[src/logic/cft_params.svh]
// timing constants and field positions for the character frame timing block
`ifndef CFT_PARAMS_SVH
`define CFT_PARAMS_SVH
`define CFT_SCAN_W 4
`define CFT_SCAN_LAST 4'hB
`define CFT_SCAN_DOT_LAST 4'h8
`define CFT_ROW_W 5
`define CFT_ROW_FRAME_END 5'h18
`define CFT_COL_W 7
`define CFT_COL_LIMIT 7'h7F
`define CFT_SYNC_LINES 4'hC
`define CFT_DOT_W 8
`define CFT_SHIFT_COUNT 3'h7
`define CFT_CODE_W 8
`endif

[src/logic/cft_pkg.sv]
// shared types for the character frame timing block
package cft_pkg;
  typedef struct packed {
    logic [7:0] dots;
    logic margin;
  } cft_dots_t;

  typedef struct packed {
    logic [4:0] row;
    logic [6:0] col;
  } cft_vaddr_t;

  typedef enum logic [1:0] {
    CFT_RUN = 2'b00,
    CFT_SYNC = 2'b01
  } cft_state_t;
endpackage

[src/logic/cft_buf2.sv]
// two-entry buffer between dot pattern fetch and the video shifter
`timescale 1ns/10ps
module cft_buf2 #(
  parameter int W = 9
) (
  // clock and reset
  input wire logic clk,
  input wire logic rst_n,
  // fill side
  input wire logic in_valid,
  input wire logic [W-1:0] in_data,
  output logic in_ready,
  // drain side
  output logic out_valid,
  output logic [W-1:0] out_data,
  input wire logic out_ready
);
  logic [W-1:0] mem_reg [0:1];
  logic wr_ptr_reg;
  logic rd_ptr_reg;
  logic [1:0] count_reg;
  logic [1:0] count_next;
  logic push;
  logic pop;

  // ready is registered so the fill side sees an honest full
  assign push = in_valid && in_ready;
  assign pop = out_valid && out_ready;
  assign out_valid = count_reg != 2'h0;
  assign out_data = mem_reg[rd_ptr_reg];
  assign count_next = count_reg + {1'b0, push} - {1'b0, pop};

  always_ff @(posedge clk) begin
    if (!rst_n) begin
      wr_ptr_reg <= 1'b0;
      rd_ptr_reg <= 1'b0;
      count_reg <= 2'h0;
      in_ready <= 1'b0;
    end else begin
      if (push) begin
        wr_ptr_reg <= ~wr_ptr_reg;
      end
      if (pop) begin
        rd_ptr_reg <= ~rd_ptr_reg;
      end
      count_reg <= count_next;
      in_ready <= count_next != 2'h2;
    end
  end

  always_ff @(posedge clk) begin
    if (push) begin
      mem_reg[wr_ptr_reg] <= in_data;
    end
  end

  buf_bound_a: assert property (@(posedge clk) disable iff (!rst_n)
    count_reg <= 2'h2) else $error("buffer count beyond two");
endmodule // cft_buf2

[src/logic/cft_shifter.sv]
// video shift register: one load then seven shifts per character
`timescale 1ns/10ps
`include "cft_params.svh"
module cft_shifter (
  // clock and reset
  input wire logic clk,
  input wire logic rst_n,
  // pattern stream
  input wire logic s_valid,
  input wire cft_pkg::cft_dots_t s_dots,
  output logic s_ready,
  // pixel side
  input wire logic pix_ready,
  output logic pixel_reg,
  output logic pixel_valid_reg
);
  logic [7:0] sh_reg;
  logic [2:0] cnt_reg;
  logic load;

  assign s_ready = pix_ready && (cnt_reg == 3'h0);
  assign load = s_valid && s_ready;

  always_ff @(posedge clk) begin
    if (!rst_n) begin
      sh_reg <= 8'h00;
      cnt_reg <= 3'h0;
      pixel_reg <= 1'b0;
      pixel_valid_reg <= 1'b0;
    end else if (pix_ready) begin
      if (load) begin
        sh_reg <= s_dots.dots;
        cnt_reg <= `CFT_SHIFT_COUNT;
        pixel_reg <= s_dots.dots[7];
        pixel_valid_reg <= 1'b1;
      end else if (cnt_reg != 3'h0) begin
        sh_reg <= {sh_reg[6:0], 1'b0};
        cnt_reg <= cnt_reg - 3'h1;
        pixel_reg <= sh_reg[6];
        pixel_valid_reg <= 1'b1;
      end else begin
        // starved: show black rather than repeat a dot
        pixel_reg <= 1'b0;
        pixel_valid_reg <= 1'b0;
      end
    end
  end

  shift_run_a: assert property (@(posedge clk) disable iff (!rst_n)
    (load && pix_ready) |=> cnt_reg == 3'h7)
    else $error("load not followed by seven shifts");
endmodule // cft_shifter

[src/logic/cft_frame_timing.sv]
// character frame timing: scan, row and column counters, frame sync
`timescale 1ns/10ps
`include "cft_params.svh"
// Overview of operation
// - four-bit scanline counter cycles twelve states
// - scanline counter advances on each blanking pulse outside frame sync
// - scanline carry enables row counter after twelve
// - row counter drives upper address, steps with carry
// - frame sync set when row reaches 24
// - frame sync cleared after twelve flyback lines
// - frame clear held for one line period
// - flyback output low during line or frame flyback
// - PROM enable rises on first frame sync after configuration ends
// - one load then seven shifts per character
// - column address steps per character, cleared each line
// - lines zero to eight dots, nine-eleven margin
// - scanline counter returns zero on row advance
// - frame starts with row, column and scanline zero
// - char code and scanline form PROM address
// - up to 128 characters per scan line
// - column counter steps on character load strobe
module cft_frame_timing (
  // clock and reset
  input wire logic MCLK,
  input wire logic RST_N,
  // strobes from the line timing logic
  input wire logic CHAR_LOAD_STROBE,
  input wire logic LINE_BLANK_N,
  // configuration pin
  input wire logic CONFIG_ACTIVE_LOW_PIN,
  // memory data
  input wire logic [7:0] VRAM_CHAR_CODE,
  input wire logic [7:0] PROM_DOTS,
  // pixel receiver
  input wire logic PIXEL_READY,
  // memory addresses
  output logic [11:0] VIDEO_RAM_ADDRESS,
  output logic [11:0] PROM_ADDRESS,
  // frame signals
  output logic FRAME_SYNC_OUT,
  output logic FRAME_CLEAR_PULSE,
  output logic FLYBACK_N,
  output logic CHAR_PROM_ENABLE_OUT,
  // data path
  output logic FETCH_READY,
  output logic PIXEL_OUT,
  output logic PIXEL_VALID
);
  logic blank_n_prev_reg;
  logic cfg_meta_reg;
  logic cfg_sync_reg;
  logic [3:0] scanline_counter_reg;
  logic [3:0] scanline_counter_next;
  logic [4:0] char_row_counter_reg;
  logic [4:0] char_row_counter_next;
  logic [6:0] char_column_address_reg;
  logic [6:0] char_column_address_next;
  logic [3:0] sync_lines_reg;
  logic frame_clear_req_reg;
  cft_pkg::cft_state_t state_reg;
  cft_pkg::cft_state_t state_next;
  logic line_start;
  logic scanline_carry;
  logic frame_end;
  logic sync_done;
  logic counters_clear;
  logic col_step;
  logic fetch_valid;
  logic buf_ready;
  logic sh_valid;
  logic sh_ready;
  cft_pkg::cft_dots_t fetch_dots;
  cft_pkg::cft_dots_t sh_dots;
  cft_pkg::cft_vaddr_t vaddr;

  // wrap-around step used by the column address counter
  function automatic logic [6:0] step7(input logic [6:0] v,
                                       input logic [6:0] last);
    step7 = (v == last) ? 7'h00 : v + 7'h01;
  endfunction

  // start of the blanking pulse is the line boundary
  assign line_start = blank_n_prev_reg && !LINE_BLANK_N;
  assign scanline_carry = scanline_counter_reg == `CFT_SCAN_LAST;
  assign frame_end = char_row_counter_reg == `CFT_ROW_FRAME_END;
  assign sync_done = sync_lines_reg == `CFT_SYNC_LINES;
  assign counters_clear = FRAME_CLEAR_PULSE || state_reg == cft_pkg::CFT_SYNC;
  assign col_step = CHAR_LOAD_STROBE && LINE_BLANK_N && !FRAME_SYNC_OUT;

  // scanline counter: twelve states, carry into rows
  assign scanline_counter_next = counters_clear ? 4'h0 :
    (scanline_carry ? 4'h0 : scanline_counter_reg + 4'h1);

  assign char_row_counter_next = counters_clear ? 5'h00 :
    (scanline_carry ? char_row_counter_reg + 5'h01
                    : char_row_counter_reg);

  // column counter cleared while blanking, never past 127
  assign char_column_address_next = !LINE_BLANK_N ? 7'h00 :
    (col_step ? step7(char_column_address_reg, `CFT_COL_LIMIT)
              : char_column_address_reg);

  assign state_next =
    (state_reg == cft_pkg::CFT_RUN && frame_end) ? cft_pkg::CFT_SYNC :
    (state_reg == cft_pkg::CFT_SYNC && sync_done && line_start) ?
      cft_pkg::CFT_RUN : state_reg;

  assign vaddr.row = char_row_counter_reg;
  assign vaddr.col = char_column_address_reg;

  // margin lines fetch blank cells instead of dots
  assign fetch_dots.margin = scanline_counter_reg > `CFT_SCAN_DOT_LAST;
  assign fetch_dots.dots = fetch_dots.margin ? 8'h00 : PROM_DOTS;
  assign fetch_valid = col_step;

  always_ff @(posedge MCLK) begin
    if (!RST_N) begin
      blank_n_prev_reg <= 1'b1;
      cfg_meta_reg <= 1'b0;
      cfg_sync_reg <= 1'b0;
    end else begin
      blank_n_prev_reg <= LINE_BLANK_N;
      cfg_meta_reg <= CONFIG_ACTIVE_LOW_PIN;
      cfg_sync_reg <= cfg_meta_reg;
    end
  end

  always_ff @(posedge MCLK) begin
    if (!RST_N) begin
      scanline_counter_reg <= 4'h0;
      char_row_counter_reg <= 5'h00;
    end else if (line_start) begin
      scanline_counter_reg <= scanline_counter_next;
      char_row_counter_reg <= char_row_counter_next;
    end
  end

  always_ff @(posedge MCLK) begin
    if (!RST_N) begin
      char_column_address_reg <= 7'h00;
    end else begin
      char_column_address_reg <= char_column_address_next;
    end
  end

  // frame sync behaves as a J-K register: set by row 24, reset by count
  always_ff @(posedge MCLK) begin
    if (!RST_N) begin
      state_reg <= cft_pkg::CFT_RUN;
      FRAME_SYNC_OUT <= 1'b0;
      sync_lines_reg <= 4'h0;
    end else begin
      state_reg <= state_next;
      case (state_reg)
        cft_pkg::CFT_RUN: begin
          if (frame_end) begin
            FRAME_SYNC_OUT <= 1'b1;
            sync_lines_reg <= 4'h0;
          end
        end
        cft_pkg::CFT_SYNC: begin
          if (line_start) begin
            if (sync_done) begin
              FRAME_SYNC_OUT <= 1'b0;
            end else begin
              sync_lines_reg <= sync_lines_reg + 4'h1;
            end
          end
        end
        default: begin
          FRAME_SYNC_OUT <= 1'b0;
        end
      endcase
    end
  end

  // clear request waits for the next line boundary, then lasts one line
  always_ff @(posedge MCLK) begin
    if (!RST_N) begin
      frame_clear_req_reg <= 1'b0;
      FRAME_CLEAR_PULSE <= 1'b0;
    end else begin
      if (frame_end && state_reg == cft_pkg::CFT_RUN) begin
        frame_clear_req_reg <= 1'b1;
      end else if (line_start) begin
        frame_clear_req_reg <= 1'b0;
      end
      if (line_start) begin
        FRAME_CLEAR_PULSE <= frame_clear_req_reg;
      end
    end
  end

  // PROM stays off until configuration ends and a frame sync arrives
  always_ff @(posedge MCLK) begin
    if (!RST_N) begin
      CHAR_PROM_ENABLE_OUT <= 1'b0;
    end else if (!cfg_sync_reg) begin
      CHAR_PROM_ENABLE_OUT <= 1'b0;
    end else if (FRAME_SYNC_OUT) begin
      CHAR_PROM_ENABLE_OUT <= 1'b1;
    end
  end

  // addresses registered; PROM address one clock behind the RAM address
  always_ff @(posedge MCLK) begin
    if (!RST_N) begin
      VIDEO_RAM_ADDRESS <= 12'h000;
      PROM_ADDRESS <= 12'h000;
      FLYBACK_N <= 1'b1;
    end else begin
      VIDEO_RAM_ADDRESS <= vaddr;
      PROM_ADDRESS <= {VRAM_CHAR_CODE, scanline_counter_reg};
      FLYBACK_N <= LINE_BLANK_N && !FRAME_SYNC_OUT;
    end
  end

  // a fetch refused by a full buffer is dropped; FETCH_READY warns
  cft_buf2 #(.W(9)) u_buf (
    .clk(MCLK),
    .rst_n(RST_N),
    .in_valid(fetch_valid),
    .in_data(fetch_dots),
    .in_ready(buf_ready),
    .out_valid(sh_valid),
    .out_data(sh_dots),
    .out_ready(sh_ready)
  );

  cft_shifter u_shift (
    .clk(MCLK),
    .rst_n(RST_N),
    .s_valid(sh_valid),
    .s_dots(sh_dots),
    .s_ready(sh_ready),
    .pix_ready(PIXEL_READY),
    .pixel_reg(PIXEL_OUT),
    .pixel_valid_reg(PIXEL_VALID)
  );

  assign FETCH_READY = buf_ready;

  scan_range_a: assert property (@(posedge MCLK) disable iff (!RST_N)
    scanline_counter_reg <= 4'hB) else $error("scanline out of range");

  scan_step_a: assert property (@(posedge MCLK) disable iff (!RST_N)
    (line_start && !counters_clear && scanline_counter_reg < 4'hB)
    |=> scanline_counter_reg == $past(scanline_counter_reg) + 4'h1)
    else $error("scanline did not advance");

  row_carry_a: assert property (@(posedge MCLK) disable iff (!RST_N)
    (line_start && !counters_clear && scanline_carry)
    |=> char_row_counter_reg == $past(char_row_counter_reg) + 5'h01
        && scanline_counter_reg == 4'h0)
    else $error("row did not step on carry");

  row_hold_a: assert property (@(posedge MCLK) disable iff (!RST_N)
    !line_start |=> $stable(char_row_counter_reg))
    else $error("row moved off a line boundary");

  sync_set_a: assert property (@(posedge MCLK) disable iff (!RST_N)
    (frame_end && state_reg == cft_pkg::CFT_RUN) |=> FRAME_SYNC_OUT)
    else $error("frame sync missing at row 24");

  sync_len_a: assert property (@(posedge MCLK) disable iff (!RST_N)
    $fell(FRAME_SYNC_OUT) |-> $past(sync_lines_reg) == 4'hC)
    else $error("frame sync length not twelve lines");

  clear_line_a: assert property (@(posedge MCLK) disable iff (!RST_N)
    !line_start |=> $stable(FRAME_CLEAR_PULSE))
    else $error("clear pulse moved off a line boundary");

  clear_once_a: assert property (@(posedge MCLK) disable iff (!RST_N)
    (line_start && FRAME_CLEAR_PULSE) |=> !FRAME_CLEAR_PULSE)
    else $error("clear pulse longer than one line");

  flyback_a: assert property (@(posedge MCLK) disable iff (!RST_N)
    !LINE_BLANK_N |=> !FLYBACK_N) else $error("flyback not low");

  prom_en_a: assert property (@(posedge MCLK) disable iff (!RST_N)
    $rose(CHAR_PROM_ENABLE_OUT) |-> $past(FRAME_SYNC_OUT))
    else $error("PROM enabled without frame sync");

  col_clear_a: assert property (@(posedge MCLK) disable iff (!RST_N)
    !LINE_BLANK_N |=> char_column_address_reg == 7'h00)
    else $error("column not cleared in blanking");

  frame_zero_a: assert property (@(posedge MCLK) disable iff (!RST_N)
    (state_reg == cft_pkg::CFT_SYNC && line_start)
    |=> scanline_counter_reg == 4'h0 && char_row_counter_reg == 5'h00)
    else $error("frame did not restart at zero");

  col_step_a: assert property (@(posedge MCLK) disable iff (!RST_N)
    (col_step && char_column_address_reg != 7'h7F)
    |=> char_column_address_reg == $past(char_column_address_reg) + 7'h01)
    else $error("column did not step on load");

  prom_addr_a: assert property (@(posedge MCLK) disable iff (!RST_N)
    1'b1 |=> PROM_ADDRESS == {$past(VRAM_CHAR_CODE),
                              $past(scanline_counter_reg)})
    else $error("PROM address not code and scanline");

  sync_fly_a: assert property (@(posedge MCLK) disable iff (!RST_N)
    FRAME_SYNC_OUT |=> !FLYBACK_N) else $error("flyback not low in sync");
endmodule // cft_frame_timing

[config.mk]
export PLATFORM = sky130hd
export DESIGN_NAME = cft_frame_timing
export DESIGN_NICKNAME = d
export VERILOG_FILES = /design/src/logic/cft_pkg.sv /design/src/logic/cft_buf2.sv /design/src/logic/cft_shifter.sv /design/src/logic/cft_frame_timing.sv
export VERILOG_INCLUDE_DIRS = /design/src /design/src/logic
export SDC_FILE = /design/constraint.sdc
export NUM_CORES = 1
export LEC_CHECK = 0
export ABC_AREA = 1
export BUFFER_PORTS_ARGS = -buffer_cell sky130_fd_sc_hd__buf_2
export CAP_MARGIN = 15
export CELL_PAD_IN_SITES_DETAIL_PLACEMENT = 1
export CELL_PAD_IN_SITES_GLOBAL_PLACEMENT = 1
export CORE_ASPECT_RATIO = 0.75
export CORE_MARGIN = 1.5
export CORE_UTILIZATION = 30
export CTS_BUF_LIST = sky130_fd_sc_hd__clkbuf_8
export DETAILED_ROUTE_END_ITERATION = 10
export PLACE_DENSITY = 0.68
export SKIP_LAST_GASP = 1
export SLEW_MARGIN = 20
export SYNTH_ARGS = -nofsm -noshare
export SYNTH_HDL_FRONTEND = slang
export SYNTH_HIERARCHICAL = 1
export SYNTH_SLANG_ARGS = --single-unit
export TNS_END_PERCENT = 20
[constraint.sdc]
create_clock -name MCLK -period 2.56 [get_ports MCLK]
set_clock_uncertainty 0.1 [all_clocks]
set_input_delay 0.512 -clock MCLK [delete_from_list [all_inputs] [get_ports MCLK]]
set_output_delay 0.512 -clock MCLK [all_outputs]
set_load 0.01 [all_outputs]
==> impl_metrics.tcl <==
set metrics [dict create \
    outcome "finished, final reports clean" \
    areaGrowthSynthToFinish_pct 17.61 \
    finalHoldViolations 0 \
    critPathSlowestCell "dfxtp_1" \
    fmax_ghz 0.4473 \
    synth.net_count 477 \
    most-common-layout-cells "nand2_1 (93), inv_1 (83), dfxtp_1 (71)" \
    maxSlewHeadroom_pct 69.09 \
    path_cells "inv_1 > ha_1 > nand2_2 > nor2_1 > inv_2 > o21ai_0 > nand2_1 > ha_1 > inv_1 > nand2_1 > nand2_1 > nand3_2 > nand3_1 > nand2_1" \
    path_buf_inv 3 \
    dpl.cell_count 656 \
    gp_routability_congestion 0.7769 \
    worst_pin_slew_ns 0.4636 \
    n_antenna_cell 0 \
    syn_inst 445 \
    grt_pass1_vias 3054 \
    fin_nets 537 \
    arrival_ns 2.39 \
    tns_ns 0 \
    drc_errors 0 \
    drtAntennaViolNets 0 \
    cts_root_buf "clkbuf_8" \
    p_clk_share_pct 29.5 \
    antenna_found_initial 0 \
    cp-end-kind "flop" \
    wire_per_inst_um 12.68 \
    min_period_over_period_pct 87.32 \
    die_h_um 98.64 \
    num_vias 2908 \
    syn_area_per_cell_sq_um 8.221 \
    intPower_w 0.002251 \
    die_area_sq_um 12870 \
    power_leakage_nw 2.142 \
    cts_tree "done" \
    portBuffers 52 \
    dpl.hpwl_mm 6.305 \
    path_clk_slew_ns 0.09 \
    initial_core_util_pct 31.16 \
    yosys_warnings 6 \
    cts.sinks 87 \
    netlist_area_sq_um 3659 \
    grt_max_degree 22 \
    cts_hold_buffers 0 \
    largest_register_ffs 16 \
    p_sw_share_pct 31.11 \
    cts_setup_buffers 0 \
    slew_viol_final 0 \
    drive_gt1_share_pct 22.55 \
    io_pins 53 \
    core_sq_um 11740 \
    pwr-share-comb_pct 21.2 \
    clk_latency_ns 0.35 \
    crit_family "simple AND/OR/NAND/NOR gates" \
    clock_path_buffers 2 \
    seqPwrFrac_pct 49.3 \
    irDropWorstVdd_uv 317.3 \
    grt_overflow 0 \
    slowest_delay_ns 0.31 \
    vias_per_cell 4.327 \
    drt_iter0_markers 98 \
    setup_violations 0 \
    post_cts_resized 0 \
    critPathMaxFanout 4 \
    maxCapViolCount 0 \
    drt_wl_total_mm 8.519 \
    first_pass_iters 4 \
    path_common_cell "nand2_1" \
    critPathLaunchType "flop" \
    grt_pass1_wl_mm 14.59 \
    placementRows 34 \
    layout_commonest_cell "nand2_1" \
    worstPathRequired_ns 2.72 \
    chipWidth_um 130.5 \
    final_cells 672 \
    power.switching_w 0.001016 \
    hp-class "in -> reg" \
    final.min_clock_period_ns 2.235 \
    n_fill_cell 1479 \
    p_per_area_nw_per_um2 759.4 \
    grt_usage_pct 14.60 \
    cts_made_buffers 9 \
    h-tree-depth 3 \
    path_class "reg -> reg" \
    rsz0062_at_grt "false" \
]
[stage by stage]
stage	worst slack (ns)	power, W	cell area, sq um	hold slack (ns)	util, %
2_1_floorplan	0.6319	0.002155	3659	0.2905	-
4_1_cts	0.2924	0.003320	4303	0.2111	36.65
3_3_place_gp	0.4325	0.002295	4106	0.2953	34.97
5_1_grt	0.09901	0.003478	4303	0.2196	36.65
6_report	0.3246	0.003267	4303	0.2352	36.65
3_5_place_dp	0.3011	0.002335	4106	0.2999	34.97
[power groups by stage]
| stage | clock, W | combinational, W | sequential, W |
|---|---|---|---|
| global placement | 0 | 0.000657 | 0.00164 |
| detailed placement | 0 | 0.000690 | 0.00164 |
| finish | 0.000963 | 0.000693 | 0.00161 |
| CTS | 0.00100 | 0.000702 | 0.00161 |
| floorplan | 0 | 0.000527 | 0.00163 |
| global route | 0.00106 | 0.000791 | 0.00163 |
[worst register-to-register path, stage by stage, from the launching register on]
cell and delay (ns):
dfxtp_1 0.31, inv_1 0.11, ha_1 0.26, nand2_2 0.09, nor2_1 0.25, inv_2 0.09
o21ai_0 0.19, nand2_1 0.09, ha_1 0.22, inv_1 0.09, nand2_1 0.07, nand2_1 0.07
nand3_2 0.09, nand3_1 0.08, nand2_1 0.05
[path summary, 6_finish.rpt]
path                                          from              end  slack [ns]  cells past startpoint
worst max-delay path            u_shift/cnt_reg[0]   u_buf/in_ready        0.32                     14
worst min-delay path             VRAM_CHAR_CODE[2]  PROM_ADDRESS[6]        0.24                      3
worst max register to register  u_shift/cnt_reg[0]   u_buf/in_ready        0.32                     14
worst min register to register        cfg_meta_reg     cfg_sync_reg        0.32                      2
[layer usage]
layer  vias up  GRT usage, %  wire length [um]  share of wire (%)
met1      1367         19.13              4118                 48
met5         -             0                 0                  0
met4         0         3.804                86                1.0
li1       1470             -                 -                  -
met2        62         22.47              3767                 44
met3         9         5.755               546                6.4
[area by class of cell]
type	count	area (sq um)	share of cell area [%]
tap	162	202.7	4.711
multi-input combinational	259	1360	31.61
sequential	87	1902	44.20
clock buffer	10	137.6	3.199
inverter	91	344.1	7.997
timing repair buffer	57	297.8	6.921
clock inverter	6	58.81	1.367
Power figures use the tool's default switching activity.
